`src/verilog/prpd_pkg.sv`:
```
/*
 * Shared constants and carrier types of the peer-delay capture register group.
 * Assumes a 32-bit APB register port and one clock for the whole group.
 */
`default_nettype none
package prpd_pkg;
	localparam logic [11:0] PRPD_OFF_SEC     = 12'h178;
	localparam logic [11:0] PRPD_OFF_NS      = 12'h17c;
	localparam logic [11:0] PRPD_OFF_CF_HI   = 12'h180;
	localparam logic [11:0] PRPD_OFF_CF_LO   = 12'h184;
	localparam logic [11:0] PRPD_OFF_UDP_CNT = 12'h188;
	localparam logic [11:0] PRPD_OFF_FLT_CNT = 12'h18c;
	localparam logic [11:0] PRPD_OFF_IRQ_STS = 12'h190;
	localparam logic [11:0] PRPD_OFF_IRQ_MSK = 12'h194;
	localparam logic [2:0]  PRPD_BANK_PORT   = 3'h1;
	localparam int          PRPD_AUTO_BIT    = 31;
	localparam int          PRPD_SEC_W       = 4;
	localparam int          PRPD_NS_W        = 30;
	localparam int          PRPD_CF_W        = 48;
	localparam int          PRPD_CF_FRAC_W   = 16;
	localparam int          PRPD_CNT_W       = 32;
	localparam int          PRPD_IRQ_W       = 4;
	localparam logic [31:0] PRPD_CNT_MAX     = 32'hffffffff;
	localparam logic [31:0] PRPD_ZERO        = 32'h00000000;

	typedef struct packed {
		logic        valid;
		logic [3:0]  seconds_stamp;
		logic [29:0] nanosecond_stamp;
		logic [63:0] residence_correction;
	} prpd_capture_t;

	typedef struct packed {
		logic        udp_bad;
		logic        filtered;
	} prpd_drop_t;

	typedef struct packed {
		logic        psel;
		logic        penable;
		logic        pwrite;
		logic [11:0] paddr;
		logic [31:0] pwdata;
	} prpd_apb_req_t;
endpackage : prpd_pkg
`default_nettype wire

```
`src/verilog/prpd_sat_counter.sv`:
```
/*
 * One saturating 32-bit drop tally with a clear-by-zero-write port.
 * Assumes the caller decodes the zero write into a one-cycle clear pulse.
 */
`timescale 1ns/1ps
`default_nettype none
module prpd_sat_counter (
	input  wire logic        pclk,
	input  wire logic        presetn,
	input  wire logic        inc,
	input  wire logic        clr,
	output logic [31:0]      count
);
	import prpd_pkg::*;

	typedef struct packed {
		logic [31:0] cnt;
	} prpd_cnt_state_t;

	prpd_cnt_state_t st_reg;
	prpd_cnt_state_t st_next;

	// Clear wins here; a hit in the clear cycle is dropped, which is allowed.
	always_comb begin
		st_next = st_reg;
		if (clr) begin
			st_next.cnt = PRPD_ZERO;
		end else if (inc && st_reg.cnt != PRPD_CNT_MAX) begin
			st_next.cnt = st_reg.cnt + 32'h00000001;
		end
	end

	// State register.
	always_ff @(posedge pclk or negedge presetn) begin
		if (!presetn) begin
			st_reg <= '0;
		end else begin
			st_reg <= st_next;
		end
	end

	assign count = st_reg.cnt;
endmodule : prpd_sat_counter // prpd_sat_counter
`default_nettype wire

```
`src/verilog/prpd_drop_events.sv`:
```
/*
 * Drop-event front end: counts both drop causes and flags a MAC error.
 * Assumes drop strobes are one-cycle pulses from parser and filter.
 */
`timescale 1ns/1ps
`default_nettype none
module prpd_drop_events (
	input  wire logic        pclk,
	input  wire logic        presetn,
	input  wire prpd_pkg::prpd_drop_t drop,
	input  wire logic        clr_udp,
	input  wire logic        clr_flt,
	output logic [31:0]      udp_error_drop_tally,
	output logic [31:0]      filter_drop_tally,
	output logic             mac_rx_error
);
	import prpd_pkg::*;

	typedef struct packed {
		logic err;
	} prpd_ev_state_t;

	prpd_ev_state_t st_reg;
	prpd_ev_state_t st_next;

	// Bad-checksum drops.
	prpd_sat_counter u_udp_cnt (
		.pclk    (pclk),
		.presetn (presetn),
		.inc     (drop.udp_bad),
		.clr     (clr_udp),
		.count   (udp_error_drop_tally)
	);

	// Filter discards, kept apart from checksum drops.
	prpd_sat_counter u_flt_cnt (
		.pclk    (pclk),
		.presetn (presetn),
		.inc     (drop.filtered),
		.clr     (clr_flt),
		.count   (filter_drop_tally)
	);

	// Either drop cause is also a receive error at the MAC.
	always_comb begin
		st_next = st_reg;
		st_next.err = drop.udp_bad | drop.filtered;
	end

	// State register.
	always_ff @(posedge pclk or negedge presetn) begin
		if (!presetn) begin
			st_reg <= '0;
		end else begin
			st_reg <= st_next;
		end
	end

	assign mac_rx_error = st_reg.err;
endmodule : prpd_drop_events // prpd_drop_events
`default_nettype wire

```
`src/verilog/prpd_regs.sv`:
```
/*
 * Per-port receive peer-delay capture registers with drop tallies, APB slave
 * and interrupt. Assumes the bank select is decoded outside and presented as
 * a three-bit field; the ingress timestamp unit delivers one-cycle captures.
 */
`timescale 1ns/1ps
`default_nettype none
module prpd_regs (
	input  wire logic        pclk,
	input  wire logic        presetn,
	input  wire logic        psel,
	input  wire logic        penable,
	input  wire logic        pwrite,
	input  wire logic [11:0] paddr,
	input  wire logic [31:0] pwdata,
	input  wire logic [3:0]  pstrb,
	input  wire logic [2:0]  bank_sel,
	input  wire logic        ts_enable,
	input  wire prpd_pkg::prpd_capture_t capture,
	input  wire prpd_pkg::prpd_drop_t    drop,
	output logic [31:0]      prdata,
	output logic             pready,
	output logic             pslverr,
	output logic             mac_rx_error,
	output logic             irq
);
	import prpd_pkg::*;

	typedef enum logic [3:0] {
		SEL_NONE, SEL_SEC, SEL_NS, SEL_CF_HI, SEL_CF_LO,
		SEL_UDP, SEL_FLT, SEL_STS, SEL_MSK
	} prpd_sel_t;

	typedef struct packed {
		logic                  auto_upd;
		logic [PRPD_SEC_W-1:0] sec;
		logic [PRPD_NS_W-1:0]  ns;
		logic [PRPD_CF_W-1:0]  cf;
		logic [PRPD_IRQ_W-1:0] sts;
		logic [PRPD_IRQ_W-1:0] msk;
		logic [31:0]           rdata;
		logic                  ready;
		logic                  err;
		logic                  irq;
	} prpd_state_t;

	prpd_state_t st_reg;
	prpd_state_t st_next;

	logic [31:0] udp_cnt;
	logic [31:0] flt_cnt;
	logic        mac_err;
	logic        clr_udp;
	logic        clr_flt;

	// Address decode, shared by the write path and the read mux.
	function automatic prpd_sel_t prpd_decode(input logic [11:0] a,
			input logic [2:0] b);
		prpd_sel_t s;
		s = SEL_NONE;
		if (b == PRPD_BANK_PORT) begin
			unique case (a)
				PRPD_OFF_SEC:     s = SEL_SEC;
				PRPD_OFF_NS:      s = SEL_NS;
				PRPD_OFF_CF_HI:   s = SEL_CF_HI;
				PRPD_OFF_CF_LO:   s = SEL_CF_LO;
				PRPD_OFF_UDP_CNT: s = SEL_UDP;
				PRPD_OFF_FLT_CNT: s = SEL_FLT;
				PRPD_OFF_IRQ_STS: s = SEL_STS;
				PRPD_OFF_IRQ_MSK: s = SEL_MSK;
				default:          s = SEL_NONE;
			endcase
		end
		return s;
	endfunction

	// Byte-lane merge so partial APB writes to stamp and correction registers only touch enabled lanes; a tally clears when its merged word is zero.
	function automatic logic [31:0] prpd_merge(input logic [31:0] old,
			input logic [31:0] wd, input logic [3:0] strb);
		logic [31:0] r;
		r = old;
		for (int i = 0; i < 4; i++) begin
			if (strb[i]) begin
				r[i*8 +: 8] = wd[i*8 +: 8];
			end
		end
		return r;
	endfunction

	prpd_sel_t sel;
	logic      acc;
	logic      wr;
	logic [31:0] wd_udp;
	logic [31:0] wd_flt;

	assign sel     = prpd_decode(paddr, bank_sel);
	assign acc     = psel & penable & ~st_reg.ready;
	assign wr      = acc & pwrite;
	assign wd_udp  = prpd_merge(udp_cnt, pwdata, pstrb);
	assign wd_flt  = prpd_merge(flt_cnt, pwdata, pstrb);
	assign clr_udp = wr && sel == SEL_UDP && wd_udp == PRPD_ZERO;
	assign clr_flt = wr && sel == SEL_FLT && wd_flt == PRPD_ZERO;

	// Drop tallies and the MAC error strobe.
	prpd_drop_events u_drop (
		.pclk                 (pclk),
		.presetn              (presetn),
		.drop                 (drop),
		.clr_udp              (clr_udp),
		.clr_flt              (clr_flt),
		.udp_error_drop_tally (udp_cnt),
		.filter_drop_tally    (flt_cnt),
		.mac_rx_error         (mac_err)
	);

	// Registered bus answer: one wait state, then pready for one cycle.
	// Hardware capture is applied after the software write so that a request
	// landing in the same cycle as a store is never lost.
	always_comb begin
		logic [31:0] w;
		logic [PRPD_IRQ_W-1:0] ev;
		w = 32'h00000000;
		ev = '0;
		st_next = st_reg;
		st_next.ready = acc;
		st_next.err = acc & (sel == SEL_NONE);
		st_next.rdata = 32'h00000000;
		if (wr) begin
			unique case (sel)
				SEL_SEC: begin
					w = prpd_merge({28'h0000000, st_reg.sec}, pwdata, pstrb);
					st_next.sec = w[PRPD_SEC_W-1:0];
				end
				SEL_NS: begin
					w = prpd_merge({st_reg.auto_upd, 1'b0, st_reg.ns},
						pwdata, pstrb);
					st_next.ns = w[PRPD_NS_W-1:0];
					// Changing the mode while enabled is ignored.
					if (!ts_enable) begin
						st_next.auto_upd = w[PRPD_AUTO_BIT];
					end
				end
				SEL_CF_HI: begin
					w = prpd_merge(st_reg.cf[47:16], pwdata, pstrb);
					st_next.cf[47:16] = w;
				end
				SEL_CF_LO: begin
					w = prpd_merge({st_reg.cf[15:0], 16'h0000}, pwdata, pstrb);
					st_next.cf[15:0] = w[31:16];
				end
				SEL_STS: begin
					st_next.sts = st_reg.sts & ~pwdata[PRPD_IRQ_W-1:0];
				end
				SEL_MSK: begin
					st_next.msk = pwdata[PRPD_IRQ_W-1:0];
				end
				default: begin
				end
			endcase
		end
		// Capture only in auto mode; otherwise software keeps the fields.
		if (capture.valid && st_reg.auto_upd) begin
			st_next.sec = capture.seconds_stamp;
			st_next.ns  = capture.nanosecond_stamp;
			// The low 16 bits are the sub-nanosecond fraction.
			st_next.cf  = capture.residence_correction[63:PRPD_CF_FRAC_W];
		end
		if (acc && !pwrite) begin
			unique case (sel)
				SEL_SEC:   st_next.rdata = {28'h0000000, st_reg.sec};
				SEL_NS:    st_next.rdata = {st_reg.auto_upd, 1'b0, st_reg.ns};
				SEL_CF_HI: st_next.rdata = st_reg.cf[47:16];
				SEL_CF_LO: st_next.rdata = {st_reg.cf[15:0], 16'h0000};
				SEL_UDP:   st_next.rdata = udp_cnt;
				SEL_FLT:   st_next.rdata = flt_cnt;
				SEL_STS:   st_next.rdata = {28'h0000000, st_reg.sts};
				SEL_MSK:   st_next.rdata = {28'h0000000, st_reg.msk};
				default:   st_next.rdata = 32'h00000000;
			endcase
		end
		// Events: capture, checksum drop, filter drop, tally saturation.
		ev[0] = capture.valid & st_reg.auto_upd;
		ev[1] = drop.udp_bad;
		ev[2] = drop.filtered;
		ev[3] = (udp_cnt == PRPD_CNT_MAX) | (flt_cnt == PRPD_CNT_MAX);
		// Set wins over a write-one clear in the same cycle.
		st_next.sts = st_next.sts | ev;
		st_next.irq = |(st_next.sts & st_next.msk);
	end

	// State register.
	always_ff @(posedge pclk or negedge presetn) begin
		if (!presetn) begin
			st_reg <= '0;
		end else begin
			st_reg <= st_next;
		end
	end

	assign prdata       = st_reg.rdata;
	assign pready       = st_reg.ready;
	assign pslverr      = st_reg.err;
	assign mac_rx_error = mac_err;
	assign irq          = st_reg.irq;
endmodule : prpd_regs // prpd_regs
`default_nettype wire

```
`config.mk`:
```
export PLATFORM = sky130hd
export DESIGN_NAME = prpd_regs
export DESIGN_NICKNAME = d
export VERILOG_FILES = /design/src/verilog/prpd_pkg.sv /design/src/verilog/prpd_sat_counter.sv /design/src/verilog/prpd_drop_events.sv /design/src/verilog/prpd_regs.sv
export SDC_FILE = /design/constraint.sdc
export NUM_CORES = 1
export LEC_CHECK = 0
export BUFFER_PORTS_ARGS = -buffer_cell sky130_fd_sc_hd__buf_2
export CAP_MARGIN = 10
export CORE_MARGIN = 3
export CORE_UTILIZATION = 56
export CTS_CLUSTER_DIAMETER = 30
export DETAILED_ROUTE_END_ITERATION = 6
export PLACE_DENSITY = 0.8
export SLEW_MARGIN = 20
export SYNTH_ARGS = -nofsm -noshare
export SYNTH_HDL_FRONTEND = slang
export SYNTH_SLANG_ARGS = --single-unit
```
`constraint.sdc`:
```
create_clock -name pclk -period 3.05 [get_ports pclk]
set_input_delay 0.61 -clock pclk [delete_from_list [all_inputs] [get_ports pclk]]
set_output_delay 0.61 -clock pclk [all_outputs]
set_load 0.02 [all_outputs]
```
==> results.json, run 1 <==
{
  "final_layout_size_suffix_gt1_share_pct": 22.6,
  "yosys-top-cells-area": "dfrtp_1 (47%), mux2i_1 (4.7%), nor2_1 (4.6%)",
  "setup_viol": 0,
  "timing.max_cap.violations": 0,
  "setup-tns-final_ns": 0,
  "grt_pass1_vias": 8909,
  "cp-start-kind": "flip-flop",
  "netlist_area_um2": 10200,
  "rr_startpoint": "u_drop.u_flt_cnt.count[20]",
  "start_util_pct": 58.2,
  "largest_reg_flops": 91,
  "routed.top_layer": "met5",
  "clk_latency_ns": 0.44,
  "crit_fanout": 11,
  "routed_wl_mm": 30.2,
  "grt_use_total_pct": 30.6,
  "cts_buffers": 17,
  "worstMarginPinSlew_ns": 0.956,
  "max_freq_ghz": 0.377,
  "avgSynthCellArea_um2": 9.39,
  "max-vdd-ir-drop_uv": 443,
  "timing.final.crit_period_ns": 2.65,
  "final_net_count": 1392,
  "yosysSeqAreaShare_pct": 46.6,
  "clock-sinks": 191,
  "die_w_um": 141,
  "rr_endpoint": "u_drop.u_flt_cnt.count[25]",
  "powerDensity_nw_per_um2": 463,
  "synth.distinct_cells": 61,
  "hold_path.class": "in -> async",
  "p_leak_nw": 5.55,
  "synthFlopType": "dfrtp_1",
  "yosys-top-cells-count": "dfrtp_1 (191), nor2_1 (126), nand2_1 (111), a21oi_1 (86), nand3_1 (56)",
  "synth_top_cell_by_area": "dfrtp_1",
  "io_pins": 194,
  "fin_ws_ns": 0.401,
  "routabilityCongestion": 0.967,
  "antenna_found_initial": 0,
  "vias": 9356,
  "nFillCells": 1392,
  "wl_met3_mm": 2.81,
  "clock_path_buffers": 2,
  "cts_setup_buffers": 0,
  "cts_resized": 0,
  "path_class": "reg -> reg",
  "hpwl_mm": 21.8,
  "avgViaCountPerCell": 6.38,
  "slew_headroom_pct": 36.0,
  "rsz0062_at_grt": "false",
  "grt_start_max_net_pins": 83,
  "ctsHoldBuffers": 0,
  "io_buffer_count": 177,
  "end_kind": "flip-flop",
  "syn-instance-count": 1091,
  "violations": "design-rule violations",
  "cts_tree": "done",
  "syn_nets": 1251,
  "synthToLayoutAreaGrowth_pct": 15.6,
  "firstDrtPassIters": 7,
  "reg2regPathDepth": 6,
  "die_h_um": 141,
  "status": "finished with violations",
  "row_count": 48,
  "ys_ff_latch": 191,
  "met2_wirelength_mm": 14.3,
  "rrSetupSlack_ns": 0.40,
  "drc_errors": 1,
  "met1_length_mm": 12.1,
  "root_buffer": "clkbuf_16",
  "path_clk_slew_ns": 0.06,
  "overflow": 0,
  "synth-edff-count": 0,
  "period_share_pct": 86.9,
  "synth_warnings": 0,
  "maxSlewViolCount": 0,
  "core_area_um2": 17600,
  "cp.required_ns": 3.41,
  "drt.antenna.violating_nets": 0,
  "dp_slack_ns": 0.247,
  "clock_skew_ns": 0.00982,
  "hold_viol_final": 0,
  "grt_pass1_wl_mm": 47.9,
  "crit_arrival_ns": 3.01,
  "drt-wirelength-per-cell_um": 20.6,
  "yosys.area.top_type_share_pct": 46.6,
  "diodes": 0,
  "async_flop_share_pct": 100,
  "cts_htree_levels": 4,
  "dieArea_um2": 20000,
  "drt_iter0_drc": 1187,
  "synth.most_common_cell": "dfrtp_1"
}
[worst max path at each step]
stage,start,to,slack [ns],cells past startpoint
after floorplan,paddr[3],st_reg[67],0.46,9
after global placement,paddr[9],irq,0.31,8
after detailed placement,paddr[4],st_reg[65],0.25,8
after CTS,u_drop.u_flt_cnt.count[20],u_drop.u_flt_cnt.count[25],0.42,6
after global routing,u_drop.u_flt_cnt.count[20],u_drop.u_flt_cnt.count[25],0.28,6
final,u_drop.u_flt_cnt.count[20],u_drop.u_flt_cnt.count[25],0.40,6
[cell type report]
type	instances	area, um^2	share of cell area [%]
Multi-Input combinational cell	788	4880	41.2
Sequential cell	191	4780	40.4
Timing Repair Buffer	222	1290	10.9
Clock buffer	22	474	4.00
Tap cell	225	282	2.38
Clock inverter	6	86.3	0.729
Inverter	12	45.0	0.380
[logic make-up (layout without fill, tap and decap cells)]
| kind of cell | after synthesis | after routing | synth area share (%) |
|---|---|---|---|
| AOI/OAI and AO/OA | 229 | 229 | 15.1 |
| adders and majority gates | 2 | 2 | 0.244 |
| and+or+nand+nor | 444 | 444 | 21.9 |
| buffers and inverters | 112 | 262 | 5.88 |
| muxes | 51 | 51 | 5.02 |
| xor gates and xnor gates | 62 | 62 | 5.30 |
| DFF | 191 | 191 | 46.6 |
[stage by stage]
stage	hold WS [ns]	cell area, um^2	std cells	util [%]	power, mW
floorplan	0.314	10200	1091	-	3.07
global placement	0.462	11300	1438	64.1	3.32
detailed placement	0.471	11300	1438	64.1	3.34
CTS	0.241	11800	1466	67.3	5.49
global route	0.262	11800	1466	67.3	5.69
finish	0.211	11800	1466	67.3	5.48
[layout by cell type (no fill, tap or decap), types with 30 or more instances in the layout]
cell / instances
buf_4: 40
xor2_1: 41
nand2_1: 110
buf_2: 176
nor2_1: 125
dfrtp_1: 191
nor4_1: 31
and3_1: 38
a21oi_1: 86
nand3_1: 56
mux2i_1: 48
nand4_1: 30
[power breakdown]
group / total [mW] / internal, mW / switching, mW
sequential: 2.78 / 2.63 / 0.150
combinational: 0.524 / 0.237 / 0.287
clock: 2.18 / 1.25 / 0.926
[worst max-delay path: stages, from the launching register on]
cell     delay [ns]
dfrtp_1        0.45
and3_1         0.30
and4_1         0.26
a31oi_1        0.78
nand3_1        0.27
or3_1          0.36
a21oi_1        0.15
[per-layer routing]
| metal | GRT usage, % | vias up |
|---|---|---|
| met5 | 2.01 | - |
| met4 | 10.5 | 2 |
| met3 | 6.50 | 86 |
| met2 | 48.8 | 529 |
| met1 | 41.6 | 4512 |
| li1 | - | 4227 |
(Power assumes the default switching activity.)
==> run 2: changes to the inputs <==
ABC_AREA = 1   (was not set)
CORE_UTILIZATION = 50   (was 56)
PLACE_DENSITY = 0.72   (was 0.8)
SETUP_SLACK_MARGIN = 0.5   (was not set)
==> results.json, run 2 <==
{
  "status": "complete, no violations",
  "hold_path.class": "in -> async",
  "firstDrtPassIters": 7,
  "final_area_um2": 12800,
  "netlist_area_um2": 11200,
  "clock-sinks": 191,
  "cp.required_ns": 3.37,
  "hpwl_mm": 25.7,
  "setup_viol": 0,
  "slew_headroom_pct": 60.2,
  "place_inst": 1940,
  "placed_area_um2": 12200,
  "avgSynthCellArea_um2": 7.30,
  "routed_wl_mm": 33.8,
  "crit_arrival_ns": 2.67,
  "synthFlopType": "dfrtp_1",
  "vias": 10800,
  "largest_reg_flops": 91,
  "yosysSeqAreaShare_pct": 42.6,
  "path_class": "reg -> reg",
  "avgViaCountPerCell": 5.46,
  "grt_pass1_wl_mm": 53.4,
  "powerDensity_nw_per_um2": 485,
  "yosys.area.top_type_share_pct": 42.6,
  "row_count": 54,
  "mostFrequentLayoutCells": "nand2_1 (412), nor2_1 (202), dfrtp_1 (191)",
  "final_net_count": 1843,
  "overflow": 0,
  "rsz0062_at_grt": "false",
  "path_clk_slew_ns": 0.07,
  "timing.max_cap.violations": 0,
  "io_pins": 194,
  "hold_viol_final": 0,
  "clock_path_buffers": 2,
  "start_util_pct": 51.1,
  "final_layout_size_suffix_gt1_share_pct": 20.1,
  "cts_htree_levels": 4,
  "period_share_pct": 77.0,
  "async_flop_share_pct": 100,
  "cts_tree": "done",
  "synthToLayoutAreaGrowth_pct": 14.1,
  "crit_fanout": 12,
  "worstMarginPinSlew_ns": 0.596,
  "root_buffer": "clkbuf_16",
  "grt.busiest_layer": "met2",
  "drt-wirelength-per-cell_um": 17.1,
  "clk_latency_ns": 0.44,
  "max_freq_ghz": 0.426,
  "drt.antenna.violating_nets": 0,
  "use_met3_pct": 5.44,
  "setup-tns-final_ns": 0,
  "timing.final.crit_period_ns": 2.35,
  "final_common_cell": "nand2_1",
  "end_kind": "flip-flop",
  "max-vdd-ir-drop_uv": 339,
  "dp_slack_ns": 0.278,
  "routabilityCongestion": 0.947,
  "grt_use_total_pct": 28.0,
  "dieArea_um2": 24300,
  "core_area_um2": 22000,
  "synth.distinct_cells": 43,
  "synth_warnings": 0,
  "drc_errors": 0,
  "cts_buffers": 17,
  "synth_top_cell_by_area": "dfrtp_1",
  "maxSlewViolCount": 0,
  "hold_ws_ns": 0.109,
  "drt_iter0_drc": 993,
  "p_leak_nw": 6.34,
  "nFillCells": 2079,
  "yosys-top-cells-count": "nand2_1 (413), nor2_1 (204), dfrtp_1 (191), inv_1 (128), a21oi_1 (94)",
  "ys_ff_latch": 191,
  "grt_start_max_net_pins": 75,
  "yosys-top-cells-area": "dfrtp_1 (43%), nand2_1 (14%), nor2_1 (6.8%)",
  "synth-edff-count": 0,
  "clock_skew_ns": 0.00931,
  "fin_ws_ns": 0.701,
  "syn-instance-count": 1538,
  "io_buffer_count": 177,
  "synth.most_common_cell": "nand2_1",
  "cp-start-kind": "flip-flop",
  "use_met1_pct": 40.2,
  "grt_pass1_vias": 10200,
  "layout.cells.non_filler": 1976,
  "die_h_um": 156,
  "grtUsageMet2_pct": 43.3,
  "antenna_found_initial": 1,
  "syn_nets": 1698,
  "die_w_um": 156
}
-- run 2: cells by family after synthesis --
family	Yosys count	share of synthesized area, %
simple gates	857	33.4
fa+ha+maj	2	0.223
buf+inv	224	9.39
flops	191	42.6
compound gates	243	12.8
xor+xnor	21	1.64
-- run 2: path summary, 6_finish.rpt --
kind | to | slack (ns) | cells after the start | startpoint
setup / recovery | u_drop.u_flt_cnt.count[30] | 0.70 | 11 | u_drop.u_flt_cnt.count[23]
hold / removal | u_drop.u_flt_cnt.count[7] | 0.11 | 1 | presetn
setup reg to reg | u_drop.u_flt_cnt.count[30] | 0.70 | 11 | u_drop.u_flt_cnt.count[23]
hold reg to reg | pready | 0.47 | 1 | pready
max in group asynchronous | u_drop.u_udp_cnt.count[18] | 2.21 | 2 | presetn
min in group pclk | st_reg[123] | 0.39 | 3 | capture[96]
-- run 2: routing by layer --
| metal | part of all wire (%) | up-vias |
|---|---|---|
| met5 | 0 | - |
| met4 | 2.2 | 0 |
| met3 | 8.8 | 51 |
| met2 | 46 | 463 |
| met1 | 43 | 5029 |
| li1 | - | 5247 |
-- run 2: cell type report --
class                   count  area [um^2]  share of cell area, %
inverters                 141          536                   4.18
well taps                 280          350                   2.73
diodes                      1         2.50                 0.0195
flip-flops and latches    191         4780                   37.3
repair inverters            1         7.51                 0.0586
repair buffers            208         1180                   9.19
clock buffers              20          467                   3.64
multi-input cells        1123         5410                   42.2
clock inverters            11         81.3                  0.635
-- run 2: power breakdown --
group	switching [mW]	leakage, nW	internal, mW
Clock	0.989	0.265	1.11
Combinational	0.693	3.65	0.380
Sequential	0.243	2.42	2.80
-- run 2: worst max-delay path, stage by stage (launching register included) --
cell and delay [ns]:
dfrtp_1 0.45, inv_1 0.10, nor3_1 0.35, nand2_1 0.09
nor2_1 0.20, nand3_1 0.22, nand2_2 0.22, clkinvlp_4 0.09
buf_4 0.18, nand3_1 0.11, xor2_1 0.15, nor2_1 0.05
-- run 2: timing repair --
item / CTS / global route
hold buffers: 0 / 0
resized for setup: 0 / 7
buffers inserted: 0 / 3
endpoints found under the setup margin: 0 / 15
-- run 2: per-stage QoR --
| step | power (mW) | util (%) |
|---|---|---|
| after detailed placement | 4.14 | 55.6 |
| after floorplan | 3.73 | - |
| after CTS | 6.22 | 58.1 |
| final | 6.22 | 58.4 |
| after global routing | 6.52 | 58.4 |
| after global placement | 4.10 | 55.6 |
==> run 3: changes to the inputs <==
clock period = 2.4 ns   (was 3.05 ns; I/O delays follow)
==> results.json, run 3 (same netlist as run 2, synthesis figures left out) <==
{
  "vias": 12400,
  "p_leak_nw": 7.72,
  "crit_path_end": "u_drop.u_flt_cnt.count[6]",
  "slowest_delay_ns": 0.40,
  "core_area_um2": 22000,
  "timing.final.crit_period_ns": 2.07,
  "max_freq_ghz": 0.483,
  "end_kind": "flip-flop",
  "io_pins": 194,
  "grt_pass1_vias": 10900,
  "overflow": 0,
  "crit_chain": "buf_4, nor4_1, a21oi_1, nor3_2, and2_4, clkbuf_16, nor3b_2",
  "path_class": "reg -> reg",
  "dieArea_um2": 24300,
  "hold_viol_final": 12,
  "placed_area_um2": 12900,
  "drt-wirelength-per-cell_um": 20.4,
  "cpMaxStageDelayCell": "dfrtp_1",
  "status": "finished with violations",
  "rrSetupSlack_ns": 0.33,
  "synthToLayoutAreaGrowth_pct": 43.6,
  "grt_start_max_net_pins": 57,
  "drt.antenna.violating_nets": 0,
  "die_w_um": 156,
  "clock-sinks": 191,
  "cts_buffers": 17,
  "final_area_um2": 16100,
  "fin_ws_ns": 0.331,
  "cts_tree": "done",
  "crit_arrival_ns": 2.41,
  "grt_pass1_wl_mm": 57.9,
  "drc_errors": 0,
  "final_net_count": 1996,
  "largest_reg_flops": 91,
  "crit_fanout": 6,
  "setup-tns-final_ns": 0,
  "mostFrequentLayoutCells": "nand2_1 (342), dfrtp_1 (180), buf_2 (169)",
  "antenna_found_initial": 0,
  "rr_startpoint": "u_drop.u_flt_cnt.count[8]",
  "final_common_cell": "nand2_1",
  "path_clk_slew_ns": 0.07,
  "clock_path_buffers": 2,
  "max-vdd-ir-drop_uv": 363,
  "worstMarginPinSlew_ns": 0.580,
  "grt_use_total_pct": 30.7,
  "hold_path.class": "in -> async",
  "cp.required_ns": 2.74,
  "reg2regPathDepth": 7,
  "cp-start-kind": "flip-flop",
  "start_util_pct": 51.1,
  "timing.critical_path.from": "u_drop.u_flt_cnt.count[8]",
  "timing.max_cap.violations": 0,
  "firstDrtPassIters": 6,
  "dp_slack_ns": -0.0467,
  "slew_headroom_pct": 61.1,
  "avgViaCountPerCell": 5.84,
  "rr_endpoint": "u_drop.u_flt_cnt.count[6]",
  "root_buffer": "clkbuf_16",
  "row_count": 54,
  "drt_iter0_drc": 1278,
  "routabilityCongestion": 0.927,
  "hpwl_mm": 27.5,
  "period_share_pct": 86.2,
  "maxSlewViolCount": 0,
  "clk_latency_ns": 0.46,
  "cts_htree_levels": 4,
  "final_util_pct": 73.4,
  "clock_skew_ns": 0.0104,
  "rsz0062_at_grt": "true",
  "diodes": 0,
  "setup_viol": 0,
  "hold_ws_ns": -0.00544,
  "io_buffer_count": 177,
  "nFillCells": 1574,
  "violations": "negative hold slack",
  "final_layout_size_suffix_gt1_share_pct": 40.8,
  "routed_wl_mm": 43.5,
  "die_h_um": 156,
  "powerDensity_nw_per_um2": 563
}
==> run 3: power by group <==
group	leakage [nW]	switching, mW	internal [mW]
registers	2.41	0.377	3.57
clock network	0.273	1.37	1.55
logic	5.04	1.32	0.890
==> run 3: worst max-delay path, delay by kind of cell (launching register included) <==
family | cells | cell delay [ns]
AND/OR/NAND/NOR | 4 | 0.95
buffers and inverters | 2 | 0.35
flip-flops | 1 | 0.40
AO/OA/AOI/OAI | 1 | 0.25
==> run 3: timing repair <==
item,in CTS,in global routing
endpoints found under the setup margin,131,173
setup buffers,35,50
hold buffers,0,0
pin swaps,31,112
hold endpoints to repair,0,0
gates cloned,3,17
resized for setup,88,354
==> run 3: area by class of cell <==
cell class / count / area, um^2 / area share [%]
clock buffers: 18 / 429 / 2.66
clock inverters: 14 / 156 / 0.970
inverters: 141 / 603 / 3.74
multi-input cells: 1127 / 6850 / 42.5
flip-flops and latches: 191 / 4790 / 29.7
well taps: 280 / 350 / 2.17
repair buffers: 356 / 2930 / 18.1
repair inverters: 2 / 15.0 / 0.0931
==> run 3: metrics by stage <==
| step | cells | power (mW) |
|---|---|---|
| final | 2129 | 9.09 |
| after detailed placement | 1992 | 5.32 |
| after global routing | 2129 | 9.41 |
| after global placement | 1992 | 5.28 |
| after CTS | 2062 | 8.41 |
| after floorplan | 1538 | 4.77 |
==> run 3: how the worst min path moves through the flow <==
stage	slack, ns	startpoint	depth (start not counted)	end
final	-0.005	presetn	1	prdata[7]
after global routing	0.03	presetn	1	prdata[7]
after CTS	0.02	presetn	1	prdata[7]
after detailed placement	0.46	pready	1	pready
after global placement	0.45	pready	1	pready
after floorplan	0.18	presetn	0	irq
==> run 3: metal layers <==
metal,global-route usage [%],share of wire (%)
met5,0,0
met4,10.5,5.4
met1,41.7,37
met3,5.71,10
met2,49.6,47
